**config.mk**
```make
export PLATFORM = sky130hd
export DESIGN_NAME = sssel_top
export DESIGN_NICKNAME = d
export VERILOG_FILES = /design/src/logic/sssel_pkg.sv /design/src/logic/sssel_stop_if.sv /design/src/logic/sssel_top.sv /design/src/logic/sssel_stop_decode.sv /design/src/logic/sssel_hold_timer.sv
export VERILOG_INCLUDE_DIRS = /design/src /design/src/logic
export SDC_FILE = /design/constraint.sdc
export NUM_CORES = 1
export LEC_CHECK = 0
export BUFFER_PORTS_ARGS = -buffer_cell sky130_fd_sc_hd__buf_2
export CAP_MARGIN = 20
export CORE_MARGIN = 2
export CORE_UTILIZATION = 52
export DETAILED_ROUTE_END_ITERATION = 10
export PLACE_DENSITY = 0.75
export SLEW_MARGIN = 5
export SYNTH_ARGS = -nofsm -noshare
export SYNTH_HDL_FRONTEND = slang
export SYNTH_HIERARCHICAL = 1
export SYNTH_SLANG_ARGS = --single-unit
```
**constraint.sdc**
```tcl
create_clock -name hclk -period 2.2 [get_ports hclk]
set_input_delay 0.11 -clock hclk [delete_from_list [all_inputs] [get_ports hclk]]
set_output_delay 0.11 -clock hclk [all_outputs]
set_load 0.005 [all_outputs]
```
**src/logic/sssel_consts.svh**
```systemverilog
/*
  Register offsets, field positions, reset values and timing counts of the
  servo stop-mode selection block.
  Assumes it is included by bare name from the logic/ folder.
*/
`ifndef SSSEL_CONSTS_SVH
`define SSSEL_CONSTS_SVH

// Register byte offsets
`define SSSEL_OFS_GEAR_NUM_A 8'h00
`define SSSEL_OFS_GEAR_NUM_B 8'h04
`define SSSEL_OFS_GEAR_NUM_C 8'h08
`define SSSEL_OFS_GEAR_DEN 8'h0C
`define SSSEL_OFS_ENC_DIV 8'h10
`define SSSEL_OFS_TRAVEL_SEL 8'h14
`define SSSEL_OFS_TRAVEL_STOP 8'h18
`define SSSEL_OFS_SERVO_OFF_STOP 8'h1C
`define SSSEL_OFS_PWR_LOSS_STOP 8'h20
`define SSSEL_OFS_UV_SELECT 8'h24
`define SSSEL_OFS_HOLD_TIME 8'h28
`define SSSEL_OFS_STATUS 8'h30
`define SSSEL_OFS_IRQ_STATUS 8'h34
`define SSSEL_OFS_IRQ_ENABLE 8'h38
`define SSSEL_OFS_IRQ_CLEAR 8'h3C
`define SSSEL_OFS_ACTIVE_CFG 8'h40
`define SSSEL_OFS_ACTIVE_DIV 8'h44

// Reset values
`define SSSEL_RST_GEAR_NUM 31'h0000_0000
`define SSSEL_RST_GEAR_DEN 31'h0000_0001
`define SSSEL_RST_ENC_DIV 19'h0_0000
`define SSSEL_RST_TRAVEL_SEL 2'h1
`define SSSEL_RST_TRAVEL_STOP 2'h0
`define SSSEL_RST_STOP_SEL 4'h0
`define SSSEL_RST_UV_SELECT 1'h1
`define SSSEL_RST_HOLD_TIME 11'h046

// Accepted write ranges, compared against the full data word
`define SSSEL_MAX_GEAR_NUM 32'h4000_0000
`define SSSEL_MAX_GEAR_DEN 32'h7FFF_FFFF
`define SSSEL_MAX_ENC_DIV 32'h0004_0000
`define SSSEL_MAX_TRAVEL 32'h0000_0002
`define SSSEL_MAX_STOP_SEL 32'h0000_0009
`define SSSEL_MAX_UV_SELECT 32'h0000_0001
`define SSSEL_MIN_HOLD_TIME 32'h0000_0046
`define SSSEL_MAX_HOLD_TIME 32'h0000_07D0

// Setting values and fields
`define SSSEL_TRAVEL_IGNORE 2'h1
`define SSSEL_TSTOP_FREE 2'h1
`define SSSEL_STOP_ESTOP_MIN 4'h8
`define SSSEL_STOP_FREE_BIT 0
`define SSSEL_STOP_SFREE_BIT 1
`define SSSEL_STOP_HOLD_BIT 2

// Interrupt status bits
`define SSSEL_IRQ_FWD 0
`define SSSEL_IRQ_REV 1
`define SSSEL_IRQ_PWR 2
`define SSSEL_IRQ_UV 3
`define SSSEL_IRQ_STOP 4
`define SSSEL_IRQ_W 5

// Timing: hold time step and clock period
`define SSSEL_HOLD_STEP_NS 1000000
`define SSSEL_CLK_PERIOD_NS 25

`endif

```
**src/logic/sssel_pkg.sv**
```systemverilog
/*
  Types of the servo stop-mode selection block.
  Assumes nothing of its surroundings.
*/
package sssel_pkg;
  typedef enum logic [1:0] {decel_dbrake, decel_free, decel_estop} sssel_decel_t;
  typedef enum logic {after_dbrake, after_free} sssel_after_t;
  typedef enum logic [1:0] {cause_none, cause_servo_off, cause_power} sssel_cause_t;
  typedef enum logic [1:0] {st_run, st_decel, st_stopped} sssel_state_t;
endpackage

```
**src/logic/sssel_stop_if.sv**
```systemverilog
/*
  Carrier between a stop setting and its decoded actions.
  Assumes one decoder and one user per instance.
*/
`timescale 1ns/100ps
`default_nettype none
interface sssel_stop_if import sssel_pkg::*; ();
  logic [3:0] setting;
  sssel_decel_t decel;
  sssel_after_t after;
  logic hold_count;
  modport dec (input setting, output decel, output after, output hold_count);
  modport user (output setting, input decel, input after, input hold_count);
endinterface
`default_nettype wire

```
**src/logic/sssel_top.sv**
```systemverilog
/*
  Servo stop-mode selection: AHB-Lite register slave, pin synchronisers,
  travel-inhibit handling, servo-off and supply-loss stop sequencing,
  undervoltage trip, gear numerator choice and encoder divider output.
  Assumes a single 40 MHz clock hclk, hresetn asynchronous active low,
  and asynchronous drive pins.
*/
// Operation
// RQ1: Inhibit select 1 ignores both inhibit inputs
// RQ2: Select 0 or 2 acts on inhibit inputs
// RQ3: Inhibit drops torque, then brake/free-run/estop
// RQ4: Settings 0-7: free-run, servo-free, counter-hold bits
// RQ5: Settings 8/9: estop, clear counter, brake/free
// RQ6: Supply loss stops by its own setting
// RQ7: Supply alarm trips undervoltage or servo off
// RQ8: Supply alarm only after hold time elapses
// RQ9: Divider denominator drives pulse regeneration
// RQ10: Three alternative gear numerators with denominator
// RQ11: All numerators zero substitutes encoder resolution
// RQ12: Frozen settings apply after power cycle
`timescale 1ns/100ps
`default_nettype none
`include "sssel_consts.svh"
module sssel_top import sssel_pkg::*; #(
  parameter int unsigned MS_CYCLES = `SSSEL_HOLD_STEP_NS / `SSSEL_CLK_PERIOD_NS,
  parameter logic [30:0] ENC_RESOLUTION = 31'h0002_0000
) (
  input wire logic hclk,
  input wire logic hresetn,
  input wire logic hsel,
  input wire logic [31:0] haddr,
  input wire logic [1:0] htrans,
  input wire logic hwrite,
  input wire logic [2:0] hsize,
  input wire logic [31:0] hwdata,
  input wire logic hready,
  output logic hreadyout,
  output logic hresp,
  output logic [31:0] hrdata,
  input wire logic fwd_inhibit_in,
  input wire logic rev_inhibit_in,
  input wire logic servo_on_in,
  input wire logic main_power_ok_in,
  input wire logic motor_stopped_in,
  input wire logic [1:0] gear_select_in,
  output logic servo_enable,
  output logic fwd_torque_off,
  output logic rev_torque_off,
  output logic dyn_brake,
  output logic free_run,
  output logic emerg_stop,
  output logic servo_free,
  output logic err_clear,
  output logic err_hold,
  output logic undervoltage_alarm,
  output logic [30:0] gear_numerator,
  output logic [30:0] gear_denominator,
  output logic [18:0] encoder_divider_denominator,
  output logic irq
);
  ////////////////////////////////////////////////////////////////////////////
  // Pin synchronisers
  logic [6:0] sync1_r, sync2_r;
  logic fwd_s, rev_s, servo_on_s, pwr_ok_s, stopped_s, pwr_ok_d_r, pw_on;
  logic [1:0] gear_sel_s;

  always_ff @(posedge hclk or negedge hresetn) begin
    if (!hresetn) begin
      sync1_r <= '0;
      sync2_r <= '0;
      pwr_ok_d_r <= 1'b0;
    end else begin
      sync1_r <= {gear_select_in, motor_stopped_in, main_power_ok_in, servo_on_in,
                  rev_inhibit_in, fwd_inhibit_in};
      sync2_r <= sync1_r;
      pwr_ok_d_r <= pwr_ok_s;
    end
  end

  assign {gear_sel_s, stopped_s, pwr_ok_s, servo_on_s, rev_s, fwd_s} = sync2_r;
  assign pw_on = pwr_ok_s & ~pwr_ok_d_r;

  ////////////////////////////////////////////////////////////////////////////
  // AHB-Lite slave: zero wait states, always OKAY
  logic take, wr_pend_r, wr_pend_nxt;
  logic [7:0] wr_addr_r, wr_addr_nxt;
  logic [31:0] hrdata_r, hrdata_nxt;

  assign take = hsel & htrans[1] & hready;
  assign hreadyout = 1'b1;
  assign hresp = 1'b0;
  assign hrdata = hrdata_r;

  ////////////////////////////////////////////////////////////////////////////
  // Settings, frozen copies and interrupt registers
  logic [30:0] num_a_r, num_a_nxt, num_b_r, num_b_nxt, num_c_r, num_c_nxt, den_r, den_nxt;
  logic [18:0] div_r, div_nxt, act_div_r, act_div_nxt;
  logic [1:0] tsel_r, tsel_nxt, tstop_r, tstop_nxt;
  logic [1:0] act_tsel_r, act_tsel_nxt, act_tstop_r, act_tstop_nxt;
  logic [3:0] soff_r, soff_nxt, ploss_r, ploss_nxt;
  logic uv_sel_r, uv_sel_nxt;
  logic [10:0] hold_r, hold_nxt, act_hold_r, act_hold_nxt;
  logic [`SSSEL_IRQ_W-1:0] irq_st_r, irq_st_nxt, irq_en_r, irq_en_nxt, irq_clr;
  logic [`SSSEL_IRQ_W-1:0] ev_cur, ev_prev_r;
  sssel_state_t state_r, state_nxt;
  sssel_cause_t cause;
  logic uv_r, uv_nxt, power_alarm;

  always_comb begin
    num_a_nxt = num_a_r;
    num_b_nxt = num_b_r;
    num_c_nxt = num_c_r;
    den_nxt = den_r;
    div_nxt = div_r;
    tsel_nxt = tsel_r;
    tstop_nxt = tstop_r;
    soff_nxt = soff_r;
    ploss_nxt = ploss_r;
    uv_sel_nxt = uv_sel_r;
    hold_nxt = hold_r;
    irq_en_nxt = irq_en_r;
    irq_clr = '0;
    wr_pend_nxt = take & hwrite;
    wr_addr_nxt = take ? haddr[7:0] : wr_addr_r;
    if (wr_pend_r) begin
      case (wr_addr_r)
        `SSSEL_OFS_GEAR_NUM_A: if (hwdata <= `SSSEL_MAX_GEAR_NUM) num_a_nxt = hwdata[30:0];
        `SSSEL_OFS_GEAR_NUM_B: if (hwdata <= `SSSEL_MAX_GEAR_NUM) num_b_nxt = hwdata[30:0];
        `SSSEL_OFS_GEAR_NUM_C: if (hwdata <= `SSSEL_MAX_GEAR_NUM) num_c_nxt = hwdata[30:0];
        `SSSEL_OFS_GEAR_DEN: if (hwdata <= `SSSEL_MAX_GEAR_DEN) den_nxt = hwdata[30:0];
        `SSSEL_OFS_ENC_DIV: if (hwdata <= `SSSEL_MAX_ENC_DIV) div_nxt = hwdata[18:0];
        `SSSEL_OFS_TRAVEL_SEL: if (hwdata <= `SSSEL_MAX_TRAVEL) tsel_nxt = hwdata[1:0];
        `SSSEL_OFS_TRAVEL_STOP: if (hwdata <= `SSSEL_MAX_TRAVEL) tstop_nxt = hwdata[1:0];
        `SSSEL_OFS_SERVO_OFF_STOP: if (hwdata <= `SSSEL_MAX_STOP_SEL) soff_nxt = hwdata[3:0];
        `SSSEL_OFS_PWR_LOSS_STOP: if (hwdata <= `SSSEL_MAX_STOP_SEL) ploss_nxt = hwdata[3:0];
        `SSSEL_OFS_UV_SELECT: if (hwdata <= `SSSEL_MAX_UV_SELECT) uv_sel_nxt = hwdata[0];
        `SSSEL_OFS_HOLD_TIME: begin
          if (hwdata >= `SSSEL_MIN_HOLD_TIME && hwdata <= `SSSEL_MAX_HOLD_TIME) begin
            hold_nxt = hwdata[10:0];
          end
        end
        `SSSEL_OFS_IRQ_ENABLE: irq_en_nxt = hwdata[`SSSEL_IRQ_W-1:0];
        `SSSEL_OFS_IRQ_CLEAR: irq_clr = hwdata[`SSSEL_IRQ_W-1:0];
        default: ;
      endcase
    end
    // Frozen copies follow the settings only on a supply off-to-on edge
    act_div_nxt = pw_on ? div_r : act_div_r; // RQ12
    act_tsel_nxt = pw_on ? tsel_r : act_tsel_r; // RQ12
    act_tstop_nxt = pw_on ? tstop_r : act_tstop_r; // RQ12
    act_hold_nxt = pw_on ? hold_r : act_hold_r; // RQ12
    // A new event wins over a clear in the same cycle
    irq_st_nxt = (irq_st_r & ~irq_clr) | (ev_cur & ~ev_prev_r);
  end

  // Read data is sampled in the address phase and shown in the data phase
  always_comb begin
    hrdata_nxt = '0;
    if (take && !hwrite) begin
      case (haddr[7:0])
        `SSSEL_OFS_GEAR_NUM_A: hrdata_nxt = {1'b0, num_a_r};
        `SSSEL_OFS_GEAR_NUM_B: hrdata_nxt = {1'b0, num_b_r};
        `SSSEL_OFS_GEAR_NUM_C: hrdata_nxt = {1'b0, num_c_r};
        `SSSEL_OFS_GEAR_DEN: hrdata_nxt = {1'b0, den_r};
        `SSSEL_OFS_ENC_DIV: hrdata_nxt = {13'h0000, div_r};
        `SSSEL_OFS_TRAVEL_SEL: hrdata_nxt = {30'h0000_0000, tsel_r};
        `SSSEL_OFS_TRAVEL_STOP: hrdata_nxt = {30'h0000_0000, tstop_r};
        `SSSEL_OFS_SERVO_OFF_STOP: hrdata_nxt = {28'h000_0000, soff_r};
        `SSSEL_OFS_PWR_LOSS_STOP: hrdata_nxt = {28'h000_0000, ploss_r};
        `SSSEL_OFS_UV_SELECT: hrdata_nxt = {31'h0000_0000, uv_sel_r};
        `SSSEL_OFS_HOLD_TIME: hrdata_nxt = {21'h00_0000, hold_r};
        `SSSEL_OFS_STATUS: begin
          hrdata_nxt = {25'h000_0000, uv_r, power_alarm, servo_enable, cause, state_r};
        end
        `SSSEL_OFS_IRQ_STATUS: hrdata_nxt = {27'h000_0000, irq_st_r};
        `SSSEL_OFS_IRQ_ENABLE: hrdata_nxt = {27'h000_0000, irq_en_r};
        `SSSEL_OFS_ACTIVE_CFG: begin
          hrdata_nxt = {5'h00, act_hold_r, 10'h000, act_tstop_r, 2'h0, act_tsel_r};
        end
        `SSSEL_OFS_ACTIVE_DIV: hrdata_nxt = {13'h0000, act_div_r};
        default: ;
      endcase
    end
  end

  always_ff @(posedge hclk or negedge hresetn) begin
    if (!hresetn) begin
      wr_pend_r <= 1'b0;
      wr_addr_r <= 8'h00;
      hrdata_r <= 32'h0000_0000;
      num_a_r <= `SSSEL_RST_GEAR_NUM;
      num_b_r <= `SSSEL_RST_GEAR_NUM;
      num_c_r <= `SSSEL_RST_GEAR_NUM;
      den_r <= `SSSEL_RST_GEAR_DEN;
      div_r <= `SSSEL_RST_ENC_DIV;
      tsel_r <= `SSSEL_RST_TRAVEL_SEL;
      tstop_r <= `SSSEL_RST_TRAVEL_STOP;
      soff_r <= `SSSEL_RST_STOP_SEL;
      ploss_r <= `SSSEL_RST_STOP_SEL;
      uv_sel_r <= `SSSEL_RST_UV_SELECT;
      hold_r <= `SSSEL_RST_HOLD_TIME;
      act_div_r <= `SSSEL_RST_ENC_DIV;
      act_tsel_r <= `SSSEL_RST_TRAVEL_SEL;
      act_tstop_r <= `SSSEL_RST_TRAVEL_STOP;
      act_hold_r <= `SSSEL_RST_HOLD_TIME;
      irq_st_r <= '0;
      irq_en_r <= '0;
      ev_prev_r <= '0;
    end else begin
      wr_pend_r <= wr_pend_nxt;
      wr_addr_r <= wr_addr_nxt;
      hrdata_r <= hrdata_nxt;
      num_a_r <= num_a_nxt;
      num_b_r <= num_b_nxt;
      num_c_r <= num_c_nxt;
      den_r <= den_nxt;
      div_r <= div_nxt;
      tsel_r <= tsel_nxt;
      tstop_r <= tstop_nxt;
      soff_r <= soff_nxt;
      ploss_r <= ploss_nxt;
      uv_sel_r <= uv_sel_nxt;
      hold_r <= hold_nxt;
      act_div_r <= act_div_nxt;
      act_tsel_r <= act_tsel_nxt;
      act_tstop_r <= act_tstop_nxt;
      act_hold_r <= act_hold_nxt;
      irq_st_r <= irq_st_nxt;
      irq_en_r <= irq_en_nxt;
      ev_prev_r <= ev_cur;
    end
  end

  assign irq = |(irq_st_r & irq_en_r);

  ////////////////////////////////////////////////////////////////////////////
  // Supply-loss timer and stop decoders
  sssel_stop_if soff_if();
  sssel_stop_if ploss_if();
  assign soff_if.setting = soff_r;
  assign ploss_if.setting = ploss_r;

  sssel_stop_decode u_soff_dec (.stop(soff_if.dec));
  sssel_stop_decode u_ploss_dec (.stop(ploss_if.dec));

  sssel_hold_timer #(.MS_CYCLES(MS_CYCLES), .HOLD_W(11)) u_hold (
    .hclk(hclk),
    .hresetn(hresetn),
    .supply_lost(~pwr_ok_s),
    .hold_ms(act_hold_r),
    .alarm(power_alarm)
  );

  ////////////////////////////////////////////////////////////////////////////
  // Stop sequencing and outputs
  logic inh_en, fwd_act, rev_act, en_nxt, fwd_off_nxt, rev_off_nxt;
  logic dyn_nxt, free_nxt, estop_nxt, sfree_nxt, clr_nxt, hold_cnt_nxt;
  sssel_decel_t sel_decel;
  sssel_after_t sel_after;
  logic sel_hold;
  logic [30:0] gnum_nxt;

  assign inh_en = act_tsel_r != `SSSEL_TRAVEL_IGNORE; // RQ1 RQ2
  assign fwd_act = inh_en & fwd_s;
  assign rev_act = inh_en & rev_s;
  assign ev_cur = {state_r == st_stopped, uv_r, power_alarm, rev_act, fwd_act};

  always_comb begin
    uv_nxt = uv_r | (power_alarm & uv_sel_r); // RQ7
    if (uv_r || power_alarm) begin
      cause = cause_power; // RQ6 RQ7
    end else if (!servo_on_s) begin
      cause = cause_servo_off;
    end else begin
      cause = cause_none;
    end
    sel_decel = (cause == cause_power) ? ploss_if.decel : soff_if.decel; // RQ6
    sel_after = (cause == cause_power) ? ploss_if.after : soff_if.after; // RQ6
    sel_hold = (cause == cause_power) ? ploss_if.hold_count : soff_if.hold_count;
    state_nxt = state_r;
    case (state_r)
      st_run: if (cause != cause_none) state_nxt = st_decel;
      st_decel: begin
        if (cause == cause_none) state_nxt = st_run;
        else if (stopped_s) state_nxt = st_stopped;
      end
      st_stopped: if (cause == cause_none) state_nxt = st_run;
      default: state_nxt = st_run;
    endcase
    fwd_off_nxt = fwd_act; // RQ2 RQ3
    rev_off_nxt = rev_act; // RQ2 RQ3
    en_nxt = 1'b0;
    dyn_nxt = 1'b0;
    free_nxt = 1'b0;
    estop_nxt = 1'b0;
    sfree_nxt = 1'b0;
    clr_nxt = 1'b0;
    hold_cnt_nxt = 1'b0;
    case (state_r)
      st_run: begin
        if (cause == cause_none) begin
          en_nxt = 1'b1;
          if (fwd_act || rev_act) begin
            case (act_tstop_r) // RQ3
              2'h0: dyn_nxt = 1'b1;
              `SSSEL_TSTOP_FREE: free_nxt = 1'b1;
              default: estop_nxt = 1'b1;
            endcase
          end
        end
      end
      st_decel: begin
        dyn_nxt = sel_decel == decel_dbrake; // RQ4 RQ5
        free_nxt = sel_decel == decel_free; // RQ4
        estop_nxt = sel_decel == decel_estop; // RQ5
        clr_nxt = ~sel_hold; // RQ4 RQ5
        hold_cnt_nxt = sel_hold; // RQ4
      end
      st_stopped: begin
        dyn_nxt = sel_after == after_dbrake; // RQ4 RQ5
        sfree_nxt = sel_after == after_free; // RQ4 RQ5
        clr_nxt = ~sel_hold;
        hold_cnt_nxt = sel_hold;
      end
      default: ;
    endcase
    // Alternative numerators, or the encoder resolution when all are zero
    if ((num_a_r | num_b_r | num_c_r) == 31'h0000_0000) begin
      gnum_nxt = ENC_RESOLUTION; // RQ11
    end else begin
      case (gear_sel_s) // RQ10
        2'h1: gnum_nxt = num_b_r;
        2'h2: gnum_nxt = num_c_r;
        default: gnum_nxt = num_a_r;
      endcase
    end
  end

  always_ff @(posedge hclk or negedge hresetn) begin
    if (!hresetn) begin
      state_r <= st_run;
      uv_r <= 1'b0;
      servo_enable <= 1'b0;
      fwd_torque_off <= 1'b0;
      rev_torque_off <= 1'b0;
      dyn_brake <= 1'b0;
      free_run <= 1'b0;
      emerg_stop <= 1'b0;
      servo_free <= 1'b0;
      err_clear <= 1'b0;
      err_hold <= 1'b0;
      gear_numerator <= 31'h0000_0000;
      gear_denominator <= `SSSEL_RST_GEAR_DEN;
    end else begin
      state_r <= state_nxt;
      uv_r <= uv_nxt;
      servo_enable <= en_nxt;
      fwd_torque_off <= fwd_off_nxt;
      rev_torque_off <= rev_off_nxt;
      dyn_brake <= dyn_nxt;
      free_run <= free_nxt;
      emerg_stop <= estop_nxt;
      servo_free <= sfree_nxt;
      err_clear <= clr_nxt;
      err_hold <= hold_cnt_nxt;
      gear_numerator <= gnum_nxt;
      gear_denominator <= den_r; // RQ10
    end
  end

  assign undervoltage_alarm = uv_r; // RQ7
  assign encoder_divider_denominator = act_div_r; // RQ9
endmodule
`default_nettype wire

```
**src/logic/sssel_stop_decode.sv**
```systemverilog
/*
  Decodes a 0 to 9 stop setting into deceleration, after-stop and counter actions.
  Assumes the setting never exceeds 9; the register write filter keeps it so.
*/
`timescale 1ns/100ps
`default_nettype none
`include "sssel_consts.svh"
module sssel_stop_decode import sssel_pkg::*; (
  sssel_stop_if.dec stop
);
  always_comb begin
    if (stop.setting >= `SSSEL_STOP_ESTOP_MIN) begin
      stop.decel = decel_estop; // RQ5
      stop.after = stop.setting[`SSSEL_STOP_FREE_BIT] ? after_free : after_dbrake; // RQ5
      stop.hold_count = 1'b0; // RQ5
    end else begin
      stop.decel = stop.setting[`SSSEL_STOP_FREE_BIT] ? decel_free : decel_dbrake; // RQ4
      stop.after = stop.setting[`SSSEL_STOP_SFREE_BIT] ? after_free : after_dbrake; // RQ4
      stop.hold_count = stop.setting[`SSSEL_STOP_HOLD_BIT]; // RQ4
    end
  end
endmodule
`default_nettype wire

```
**src/logic/sssel_hold_timer.sv**
```systemverilog
/*
  Momentary hold timer: declares the supply alarm once loss lasts the hold time.
  Assumes supply_lost is already synchronised to hclk.
*/
`timescale 1ns/100ps
`default_nettype none
`include "sssel_consts.svh"
module sssel_hold_timer import sssel_pkg::*; #(
  parameter int unsigned MS_CYCLES = `SSSEL_HOLD_STEP_NS / `SSSEL_CLK_PERIOD_NS,
  parameter int unsigned HOLD_W = 11
) (
  input wire logic hclk,
  input wire logic hresetn,
  input wire logic supply_lost,
  input wire logic [HOLD_W-1:0] hold_ms,
  output logic alarm
);
  localparam int unsigned PRE_W = $clog2(MS_CYCLES + 1);
  logic [PRE_W-1:0] pre_r, pre_nxt;
  logic [HOLD_W-1:0] ms_r, ms_nxt;
  logic alarm_r, alarm_nxt;

  always_comb begin
    pre_nxt = '0;
    ms_nxt = '0;
    alarm_nxt = 1'b0;
    if (supply_lost) begin
      alarm_nxt = alarm_r | (ms_r >= hold_ms); // RQ8
      if (pre_r == PRE_W'(MS_CYCLES - 1)) begin
        ms_nxt = (ms_r == '1) ? ms_r : ms_r + 1'b1;
      end else begin
        pre_nxt = pre_r + 1'b1;
        ms_nxt = ms_r;
      end
    end
  end

  always_ff @(posedge hclk or negedge hresetn) begin
    if (!hresetn) begin
      pre_r <= '0;
      ms_r <= '0;
      alarm_r <= 1'b0;
    end else begin
      pre_r <= pre_nxt;
      ms_r <= ms_nxt;
      alarm_r <= alarm_nxt;
    end
  end

  assign alarm = alarm_r;
endmodule
`default_nettype wire

```
Yosys cells after proc, flatten, opt, wreduce, memory -nomap -nowiden
Cells that the tools add are included.
W data, S select, Z words.
{"block": "word_totals", "ff_bits": 374, "in_bits": 81}
{"block": "op_classes", "order_cmp": 11, "reduce_logical": 31, "add_sub_neg": 2, "bitwise": 20, "n_eq_ne": 42, "mux": 51}
{"op": "$pmux W31 S16", "n": 1}
{"op": "$eq A8 B6 Y1 const B", "n": 11}
{"op": "$eq A8 B5 Y1 const B", "n": 8}
{"op": "$le A32 B31 Y1 const B", "n": 2}
{"op": "$mux W31", "n": 2}
{"op": "$or A31 B31 Y31", "n": 2}
{"op": "$pmux W31 S2", "n": 1}
{"op": "$reduce_and A3 Y1", "n": 12}
{"op": "$mux W11", "n": 3}
{"op": "$eq A8 B4 Y1 const B", "n": 4}
{"op": "$ge A32 B7 Y1 const B", "n": 1}
{"op": "$le A32 B1 Y1 const B", "n": 1}
{"op": "$le A32 B11 Y1 const B", "n": 1}
{"op": "$le A32 B19 Y1 const B", "n": 1}
{"op": "$le A32 B2 Y1 const B", "n": 1}
{"op": "$le A32 B4 Y1 const B", "n": 1}
{"op": "$mux W16", "n": 2}
{"op": "$logic_not A31 Y1", "n": 1}
{"op": "$mux W1", "n": 28}
{"op": "$add A16 B1 Y16 const B", "n": 1}
{"op": "$eq A16 B16 Y1 const B", "n": 1}
{"op": "$eq A8 B3 Y1 const B", "n": 2}
{"op": "$eq A8 B7 Y1 const B", "n": 2}
{"op": "$logic_not A8 Y1", "n": 2}
{"op": "28 further kinds", "n": 66}

Depth between registers and ports, before layout
Gate-level depths: netlist of run 1.
{"block": "logic_depth", "word_depth": 6, "ltp_mapped": 8, "mapped_depth_nobuf": 7}

By module
The synthesis of run 1 kept the hierarchy.
{"module": "sssel_top", "n_inst": 1, "cells_each": 1106, "seq_area_each_um2": 8597.0, "area_per_inst_um2": 14327.5}
{"module": "sssel_hold_timer", "n_inst": 1, "cells_each": 175, "seq_area_each_um2": 700.7, "area_per_inst_um2": 1640.3}
{"module": "sssel_stop_decode", "n_inst": 2, "cells_each": 4, "seq_area_each_um2": 0.0, "area_per_inst_um2": 36.3}

Least setup slack after synthesis of run 1
Ideal clock, no wire load.
{"block": "synth_timing", "path_type": "reg-to-reg", "start": "register wr_addr_r[1]", "end": "register num_b_r[21]", "synth_period_minus_slack_ns": 2.164, "setup_slack_ns": 0.036, "path_stages_with_launch": 8, "required_time_ns": 2.073, "setup_ns": 0.127, "arrival_ns": 2.036, "path_cell_list": "dfrtp_1 > nor4b_1 > nand2_1 > nor3_1 > a31oi_1 > buf_2 > buf_6 > mux2_1"}
{"block": "synth_between", "elab_chain_len": 2}
{"element": "start, declared", "line_no": "sssel_top.sv:86", "text": "logic [7:0] wr_addr_r, wr_addr_nxt;"}
{"element": "start signal, assigned", "line_no": "sssel_top.sv:211", "text": "wr_addr_r <= wr_addr_nxt;"}
{"element": "$eq A8 B3 Y1", "line_no": "sssel_top.sv:126", "text": "case (wr_addr_r)"}
{"element": "$reduce_and A3 Y1 (no line)"}
{"element": "end signal, assigned", "line_no": "sssel_top.sv:192", "text": "num_b_r <= `SSSEL_RST_GEAR_NUM;"}
{"element": "end signal, assigned", "line_no": "sssel_top.sv:214", "text": "num_b_r <= num_b_nxt;"}
{"element": "end, declared", "line_no": "sssel_top.sv:96", "text": "logic [30:0] num_a_r, num_a_nxt, num_b_r, num_b_nxt, num_c_r, num_c_nxt, den_r, den_nxt;"}
No other way between the ends.
A chain may end at the register's enable or synchronous reset.

Worst setup path in the final report of run 1
{"block": "layout_timing", "start": "register wr_addr_r[6]", "end": "register hold_r[10]"}
{"block": "layout_between", "elab_chain_len": 2}
{"element": "$eq A8 B6 Y1", "line_no": "sssel_top.sv:126"}
{"element": "$reduce_and A3 Y1 (no line)"}
{"element": "end signal, assigned", "line_no": "sssel_top.sv:201", "text": "hold_r <= `SSSEL_RST_HOLD_TIME;"}
{"element": "end signal, assigned", "line_no": "sssel_top.sv:223", "text": "hold_r <= hold_nxt;"}
{"element": "end, declared", "line_no": "sssel_top.sv:102", "text": "logic [10:0] hold_r, hold_nxt, act_hold_r, act_hold_nxt;"}
No other way between the ends.

==> impl_metrics.yaml, run 1 <==
global_route:
  grt_pass1_wl_um: 76500
  groute.usage.overall_pct: 30.5
  grt-ovfl-total: 0
  grt_pass1_vias: 12998
  grt_max_degree: 77
  grt_antenna_before_repair: 1
clock_network:
  cts_tree: "yes"
  cts_buffers: 39
  clk_pin_slew_ns: 0.06
  clk_latency_ns: 0.55
  cts_root_buf: "clkbuf_16"
  cts_num_sinks: 371
  htreeDepth: 2
  cts.path.max_buffers: 3
yosys:
  yosysTopAreaCell: "dfrtp_1"
  synth_seq_cells: 371
  synth_top_family_by_area: "multiplexers"
  yosys-top-cells-area: "dfrtp_1 56%, mux2_2 13%, a22oi_1 3.8%"
  synth-xor-area-share_pct: 0.874
  synthCells: 1289
  ys_types: 69
  synthArstFlopShare_pct: 100
  synth_fa_ha_area_share_pct: 1.48
  synth.most_common_cell: "dfrtp_1"
  synth_mux_area_share_pct: 15.7
  syn_avg_cell_area_um2: 12.4
  synth_edf_count: 0
  ys.warnings.count: 6
  synth-seq-area-share_pct: 58.0
  synthesis.area_um2: 16000
  yosys.area.top_type_share_pct: 56.2
  synth-compound-area-share_pct: 11.1
  synth_commonest_cells: "360 x dfrtp_1, 189 x mux2_2, 89 x nand2_1"
  yosys.area_share.simple_pct: 10.1
  synth_flop_cell: "dfrtp_1"
power_and_ir_drop:
  p_leak_uw: 0.00973
  vdd_drop_max_v: 0.000534
  p_per_area_nw_per_um2: 772
  p_total_uw: 15700
min_path:
  min_path_type: "input pin to flop"
placed_design:
  portBuffers: 175
  globalplace.congestion: 0.951
  dp_slack_ns: -0.246
  hpwlAfterDp_um: 33600
route:
  drt_iter0_markers: 1716
  wl_per_cell_um: 24.6
  met1Wirelength_um: 19700
  num_vias: 12796
  drtAntennaViolNets: 0
  vias_per_cell: 6.31
  wl_met2_um: 23000
  firstDrtPassIters: 6
  drc: 0
  wl_met3_um: 4810
  wl_um: 49900
  highest_layer: "met5"
critical_path:
  path_max_fanout: 8
  cp_top_family: "simple AND/OR/NAND/NOR gates"
  cp_data_required_time_ns: 2.62
  path_cells: "nor2_2 > nand2_1 > or4_4 > a2111oi_4 > buf_6 > mux2_2"
  worstSetupEndpointType: "flop"
  cp.arrival_ns: 2.60
  worst_path_max_delay_cell: "or4_4"
  path_class: "flop to flop"
  slowest_delay_ns: 0.46
  path_buf_inv: 1
  start_kind: "flop"
sta:
  worstMarginPinSlew_ns: 0.733
  min_period_ns: 2.18
  setup_tns_ns: 0
  timing.final.max_slew_violations: 0
  finalWorstSetupSlack_ns: 0.0213
  post-route-period-util_pct: 99.0
  hold_viol_final: 0
  setup-violations-final: 0
  fmax_mhz: 459
  relSlewSlack_pct: 50.7
  fin_skew_ns: 0.0236
  rsz0062_at_grt: "yes"
floorplanning:
  io_pins: 207
  die_area_um2: 32300
  rows: 64
  die_x_um: 180
  core_area_um2: 30500
  start_util_pct: 52.6
  die_h_um: 180
cells_and_area:
  num-nets-final: 1700
  fill_cells: 2188
  syn_to_final_growth_pct: 27.1
  diodes: 0
  fin_util_pct: 66.8
  layout-drive-gt1-share_pct: 38.6
status:
  outcome: "finished, final reports clean"
job:
  cap_violations: 0
==> worst paths after layout <==
check                      slack, ns  depth (start not counted)                              end          from
setup / recovery                0.02                          6                       hold_r[10]  wr_addr_r[6]
hold / removal                  0.02                          4                        div_r[18]     hwdata[1]
setup reg to reg                0.02                          6                       hold_r[10]  wr_addr_r[6]
hold reg to reg                 0.35                          0                       sync2_r[4]    sync1_r[4]
max in group asynchronous       1.27                          3                    act_hold_r[6]       hresetn
min in group asynchronous       0.19                          2  encoder_divider_denominator[15]       hresetn
==> metrics by stage <==
stage          instance area (µm²)  hold slack, ns  instances
2_1_floorplan                16000          -0.186       1290
3_3_place_gp                 18400           0.152       1916
3_5_place_dp                 18400           0.160       1916
4_1_cts                      20200         0.00505       2020
5_1_grt                      20400          0.0164       2027
6_report                     20400          0.0162       2027
==> tightest hold or removal path: stages <==
cell and delay (ns):
buf_2 0.14, nor3_1 0.11, nand4_1 0.10, a21oi_1 0.06
==> repair_timing <==
item,CTS,global route
hold buffers,32,0
endpoints found under the setup margin,43,100
buffers inserted,0,4
gates resized for setup,7,23
pin swaps,0,7
hold endpoints to repair,156,0
cloned,0,3
==> power breakdown <==
part / switching, µW / leakage [µW] / internal, µW
Combinational: 705 / 0.00406 / 513
Clock: 2760 / 0.000707 / 4550
Sequential: 183 / 0.00497 / 7030
==> metal layers <==
layer | vias to the layer above | GRT usage (%)
met4 | 2 | 12.6
met5 | - | 0
met1 | 6407 | 40.9
met3 | 167 | 7.11
met2 | 799 | 48.2
li1 | 5421 | -
==> cells by family (layout without fill, tap and decap cells) <==
logic type,count (synthesis),count (layout)
buf+inv,103,444
compound gates,251,251
simple gates,305,305
other cells,2,3
flops,371,371
xor+xnor,16,16
fa+ha+maj,19,19
mux,222,222
==> cell usage in the layout (no fill, tap or decap), types with 11 or more instances in the layout <==
cell type	synthesis	layout
nor3_1	16	13
dfrtp_1	360	359
mux2_2	189	189
buf_4	5	106
dlygate4sd3_1	0	32
a22o_1	13	13
buf_2	7	174
clkbuf_16	0	42
nand3_1	29	29
mux2_1	18	13
dfstp_2	11	11
ha_1	19	18
a21oi_1	24	24
buf_12	0	20
nor4_1	28	27
nor2_1	56	51
nand4_1	18	18
nand2_1	89	87
mux2i_1	11	11
a31oi_1	24	22
a22oi_1	81	81
inv_1	30	30
o21ai_0	48	47
a222oi_1	19	19
==> flip-flops by register name, indices dropped and copies added (netlist names), 5 cells and up <==
name and count:
wr_addr_r 8, gear_denominator 31, num_b_r 31, u_hold/ms_r 11, den_r 31, num_c_r 31, irq_st_r 5, sync1_r 7
irq_en_r 5, encoder_divider_denominator 19, u_hold/pre_r 16, ev_prev_r 5, hrdata 31, num_a_r 31, div_r 19, gear_numerator 31
act_hold_r 11, sync2_r 7, hold_r 11
==> final cells by class <==
class	count	area (µm²)	area share, %
clock inverters	20	323	1.58
well taps	396	495	2.43
inverters	31	116	0.571
multi-input cells	816	6510	31.9
flip-flops and latches	371	9300	45.6
repair buffers	341	2520	12.4
clock buffers	52	1130	5.52
Power figures use the tool's default switching activity.
==> run 2, diff against run 1 <==
--- a/config.mk
+++ b/config.mk
@@ -9,9 +9,9 @@
 export BUFFER_PORTS_ARGS = -buffer_cell sky130_fd_sc_hd__buf_2
 export CAP_MARGIN = 20
 export CORE_MARGIN = 2
-export CORE_UTILIZATION = 52
+export CORE_UTILIZATION = 58
 export DETAILED_ROUTE_END_ITERATION = 10
-export PLACE_DENSITY = 0.75
+export PLACE_DENSITY = 0.8
 export SLEW_MARGIN = 5
 export SYNTH_ARGS = -nofsm -noshare
 export SYNTH_HDL_FRONTEND = slang
==> constraint.sdc (replaced) <==
create_clock -name hclk -period 2.4 [get_ports hclk]
set_input_delay 0.12 -clock hclk [delete_from_list [all_inputs] [get_ports hclk]]
set_output_delay 0.12 -clock hclk [all_outputs]
set_load 0.005 [all_outputs]
==> run 2 against run 1 <==
Compared with the run above: non-clock buffer count shrank 45; power shrank 12%; sequential share of layout area increased by 1.6 points; global-route usage increased by 2.2 points; utilization is 6.0 points higher; combinational power down 16%; worst hold slack better by 0.0051 ns; critical endpoint is now hold_r[8]; largest cell class unchanged.
==> impl_metrics.yaml, run 2 (synthesis gave the netlist of run 1 again) <==
status:
  outcome: "finished, final reports clean"
floorplanning:
  die_h_um: 170
  rows: 60
  die_area_um2: 29000
  core_area_um2: 27000
  die_x_um: 170
  io_pins: 207
  start_util_pct: 59.4
route:
  num_vias: 12618
  firstDrtPassIters: 9
  drtAntennaViolNets: 0
  vias_per_cell: 6.54
  wl_per_cell_um: 24.4
  wl_um: 47100
  drc: 0
  drt_iter0_markers: 1558
sta:
  timing.final.max_slew_violations: 0
  setup_tns_ns: 0
  worstMarginPinSlew_ns: 1.07
  finalWorstSetupSlack_ns: 0.0494
  min_period_ns: 2.35
  fmax_mhz: 425
  rsz0062_at_grt: "no"
  fin_skew_ns: 0.0144
  setup-violations-final: 0
  post-route-period-util_pct: 97.9
  relSlewSlack_pct: 27.9
  hold_viol_final: 0
global_route:
  grt_antenna_before_repair: 1
  grt-ovfl-total: 0
  grt_pass1_wl_um: 72600
  groute.usage.overall_pct: 32.8
  grt_pass1_vias: 12730
  grt_max_degree: 78
cells_and_area:
  layout_commonest_cell: "dfrtp_1"
  layout-drive-gt1-share_pct: 35.9
  finalInstanceArea_um2: 19700
  most-common-layout-cells: "360 x dfrtp_1, 189 x mux2_2, 174 x buf_2"
  fin_cells: 1929
  fin_util_pct: 72.8
  syn_to_final_growth_pct: 22.7
  num-nets-final: 1655
power_and_ir_drop:
  vdd_drop_max_v: 0.000644
  p_per_area_nw_per_um2: 704
  p_leak_uw: 0.00937
clock_network:
  cts_tree: "yes"
  cts_num_sinks: 371
  htreeDepth: 2
  post-cts-setup-buffer-count: 0
  cts_buffers: 39
  cts_root_buf: "clkbuf_16"
  clk_latency_ns: 0.54
  cts.path.max_buffers: 3
  clk_pin_slew_ns: 0.07
placed_design:
  globalplace.congestion: 0.952
  postPlaceCellArea_um2: 18000
  portBuffers: 175
  dp_slack_ns: -0.0611
  dpl.cell_count: 1821
  hpwlAfterDp_um: 32200
critical_path:
  worst_path_most_repeated_cell: "buf_4"
  start_kind: "input pin"
  cp-startpoint: "hwdata[16]"
  slowest_delay_ns: 0.54
  path_buf_inv: 5
  cp_data_required_time_ns: 2.81
  worstSetupEndpointType: "flop"
  cp_top_family: "buffers and inverters"
  path_cells: "dlygate4sd3_1 > buf_2 > nor3_1 > buf_4 > nand4_1 > buf_4 > or4_4 > a2111oi_4 > buf_4 > mux2_1"
  path_max_fanout: 7
  path_class: "input pin to flop"
  cp.arrival_ns: 2.77
  r2r-start: "u_hold/pre_r[8]"
  worst_path_max_delay_cell: "dlygate4sd3_1"
job:
  cap_violations: 0
min_path:
  hp-start: "hwdata[18]"
  min_path_type: "input pin to flop"
## run 2: cell count changes in the layout (fill, tap and decap cells not counted), moves of 4 or more
cell / change
bufinv_16: -4
mux2_4: -5
buf_12: -5
mux2_1: +5
buf_4: -35
buf_6: -5
## run 2: final timing paths
kind                                             end  slack [ns]  cells after the start
worst max-delay path                       hold_r[8]        0.05                     10
worst min-delay path                     num_b_r[18]        0.02                      3
worst max register to register        u_hold/ms_r[9]        0.16                      5
worst min register to register            sync2_r[3]        0.35                      0
max in group asynchronous                   den_r[0]        1.46                      3
min in group asynchronous       gear_denominator[13]        0.11                      2
## run 2: layout make-up
| type | count | area, µm² |
|---|---|---|
| fill | 1755 | 7350 |
| antenna | 2 | 5.00 |
| tap | 341 | 427 |
| inverter | 31 | 116 |
| multi-input combinational | 816 | 6420 |
| timing repair buffer | 296 | 2070 |
| clock inverter | 23 | 254 |
| sequential | 371 | 9300 |
| clock buffer | 49 | 1090 |
## run 2: tightest hold or removal path, cell delays in order
cell and delay, ns:
buf_2 0.11, buf_4 0.14, mux2_2 0.14
## run 2: stage by stage
stage | hold WS [ns] | power (µW)
5_1_grt | 0.0343 | 14300
6_report | 0.0214 | 13900
3_5_place_dp | 0.0925 | 7670
3_3_place_gp | 0.0864 | 7620
2_1_floorplan | -0.176 | 7120
4_1_cts | 0.0141 | 13900
## run 2: routing by layer
layer  vias up  wire length (µm)  share of wire [%]  GRT usage [%]
met3       154              4330                9.2           6.40
li1       5348                 -                  -              -
met2       774             21700                 46           51.6
met4         0              2080                4.4           14.4
met1      6342             19000                 40           44.6
met5         -                 0                  0              0
## run 2: timing repair
item | CTS | global route
hold buffers | 34 | 0
endpoints found under the hold margin | 242 | 0
endpoints found under the setup margin | 0 | 13
gates resized for setup | 0 | 5
## run 2: power by group
part	switching [µW]	leakage (µW)	total, µW	internal (µW)
registers	167	0.00497	6610	6440
logic	613	0.00374	1020	407
clock network	2530	0.000661	6230	3700
==> run 3, diff against run 2 <==
--- a/config.mk
+++ b/config.mk
@@ -10,6 +10,7 @@
 export CAP_MARGIN = 20
 export CORE_MARGIN = 2
 export CORE_UTILIZATION = 58
+export CTS_BUF_LIST = sky130_fd_sc_hd__clkbuf_4 sky130_fd_sc_hd__clkbuf_8 sky130_fd_sc_hd__clkbuf_16
 export DETAILED_ROUTE_END_ITERATION = 10
 export PLACE_DENSITY = 0.8
 export SLEW_MARGIN = 5
==> run 3 against run 2 <==
Compared with the run above: critical path depth is 1 lower; clock skew barely moved; cell count stayed put; utilization is essentially flat; clock-buffer cell count is the same; sequential cell count did not move; sequential share of layout area is essentially flat; clock power barely moved; critical endpoint unchanged; highest routed layer unchanged.
==> impl_metrics.yaml, run 3 (synthesis gave the netlist of run 1 again) <==
cells_and_area:
  layout_commonest_cell: "dfrtp_1"
  layout-drive-gt1-share_pct: 36.0
  most-common-layout-cells: "360 x dfrtp_1, 189 x mux2_2, 174 x buf_2"
  syn_to_final_growth_pct: 22.7
  finalInstanceArea_um2: 19700
  num-nets-final: 1655
critical_path:
  path_cells: "dlygate4sd3_1 > buf_2 > nor4_2 > nand4_1 > buf_4 > or4_4 > a2111oi_4 > buf_4 > mux2_1"
  worst_path_max_delay_cell: "dlygate4sd3_1"
  path_max_fanout: 5
  cp_data_required_time_ns: 2.81
  path_class: "input pin to flop"
  worst_path_most_repeated_cell: "buf_4"
  slowest_delay_ns: 0.54
  worstSetupEndpointType: "flop"
  reg2reg_to: "den_r[7]"
  r2r-start: "wr_addr_r[0]"
  start_kind: "input pin"
  r2r_cells: 6
  r2r_setup_slack_ns: 0.16
  cp.arrival_ns: 2.77
floorplanning:
  die_x_um: 170
  die_area_um2: 29000
  core_area_um2: 27000
  die_h_um: 170
  rows: 60
  start_util_pct: 59.4
  io_pins: 207
clock_network:
  cts_num_sinks: 371
  htreeDepth: 2
  cts_root_buf: "clkbuf_16"
  post-cts-setup-buffer-count: 0
  cts.path.max_buffers: 3
  cts_tree: "yes"
  cts_buffers: 39
  clk_latency_ns: 0.54
  clk_pin_slew_ns: 0.06
sta:
  rsz0062_at_grt: "no"
  fmax_mhz: 424
  hold_viol_final: 0
  min_period_ns: 2.36
  post-route-period-util_pct: 98.3
  setup_tns_ns: 0
  finalWorstSetupSlack_ns: 0.0405
  relSlewSlack_pct: 34.3
  worstMarginPinSlew_ns: 0.977
  setup-violations-final: 0
  fin_skew_ns: 0.0147
  timing.final.max_slew_violations: 0
route:
  met1Wirelength_um: 18800
  drt_iter0_markers: 1828
  drtAntennaViolNets: 0
  drc: 0
  highest_layer: "met4"
  firstDrtPassIters: 8
  wl_met3_um: 4370
  wl_per_cell_um: 24.3
  wl_met2_um: 21600
  num_vias: 12692
  wl_um: 46900
  vias_per_cell: 6.58
min_path:
  min_to: "num_b_r[18]"
  hp-start: "hwdata[18]"
  holdPathStages: 3
  min_path_type: "input pin to flop"
placed_design:
  hpwlAfterDp_um: 32200
  portBuffers: 175
  globalplace.congestion: 0.952
  postPlaceCellArea_um2: 18000
  dp_slack_ns: -0.0611
power_and_ir_drop:
  p_sw_share_pct: 23.8
  p_leak_uw: 0.00938
  seqPwrFrac_pct: 47.6
  power_frac_comb_pct: 7.3
  clkPwrFrac_pct: 45.1
  p_per_area_nw_per_um2: 705
  vdd_drop_max_v: 0.000643
  switchingPower_uw: 3310
  internal-power_uw: 10600
global_route:
  grt_pass1_vias: 12726
  grt_max_degree: 78
  groute.usage.overall_pct: 32.8
  grt_antenna_before_repair: 1
  grt-ovfl-total: 0
  grt_pass1_wl_um: 72600
job:
  cap_violations: 0
status:
  outcome: "finished, final reports clean"
[run 3: cell counts in the layout (fill, tap and decap cells not counted)]
No cell type changed its count.
[run 3: area by class of cell]
type	instances	area, µm²
clock inverter	23	254
fill	1752	7340
sequential	371	9300
clock buffer	49	1100
inverter	31	116
timing repair buffer	296	2070
multi-input combinational	816	6420
antenna	2	5.00
tap	341	427
[run 3: how the worst max path moves through the flow]
stage                      start           to  slack (ns)  cells after the start
global route          hwdata[19]    hold_r[7]       0.003                      9
floorplan           wr_addr_r[1]  num_b_r[21]        0.24                      7
detailed placement    hwdata[22]    hold_r[5]       -0.06                      8
global placement      hwdata[22]    hold_r[3]       -0.05                      8
finish                hwdata[19]    hold_r[8]        0.04                      9
CTS                   hwdata[19]    hold_r[5]        0.01                      9
[run 3: critical path, delay by kind of cell]
family	cells	cell delay (ns)
buffers and inverters	4	1.11
AND/OR/NAND/NOR	3	0.94
multiplexers	1	0.32
AO/OA/AOI/OAI	1	0.27
[run 3: stage by stage]
stage	hold slack [ns]	cells	power [µW]	util, %
after floorplan	-0.176	1290	7120	-
after global placement	0.0864	1821	7620	66.4
after detailed placement	0.0925	1821	7670	66.4
after CTS	0.0141	1927	13900	72.7
after global routing	0.0343	1928	14300	72.8
final	0.0249	1929	13900	72.8
[run 3: power groups by stage]
stage	sequential (µW)	combinational (µW)	clock, µW
2_1_floorplan	6660	454	0
3_3_place_gp	6690	928	0
3_5_place_dp	6710	957	0
4_1_cts	6600	1010	6290
5_1_grt	6630	1120	6560
6_report	6610	1020	6250
[run 3: metal layers]
layer	up-vias	GRT usage, %
li1	5347	-
met1	6349	44.6
met2	830	51.6
met3	166	6.40
met4	0	14.4
met5	-	0
[run 3: timing repair]
action	4_1_cts	5_1_grt
setup endpoints to repair	0	13
hold endpoints to repair	242	0
gates resized for setup	0	5
hold buffers	34	0
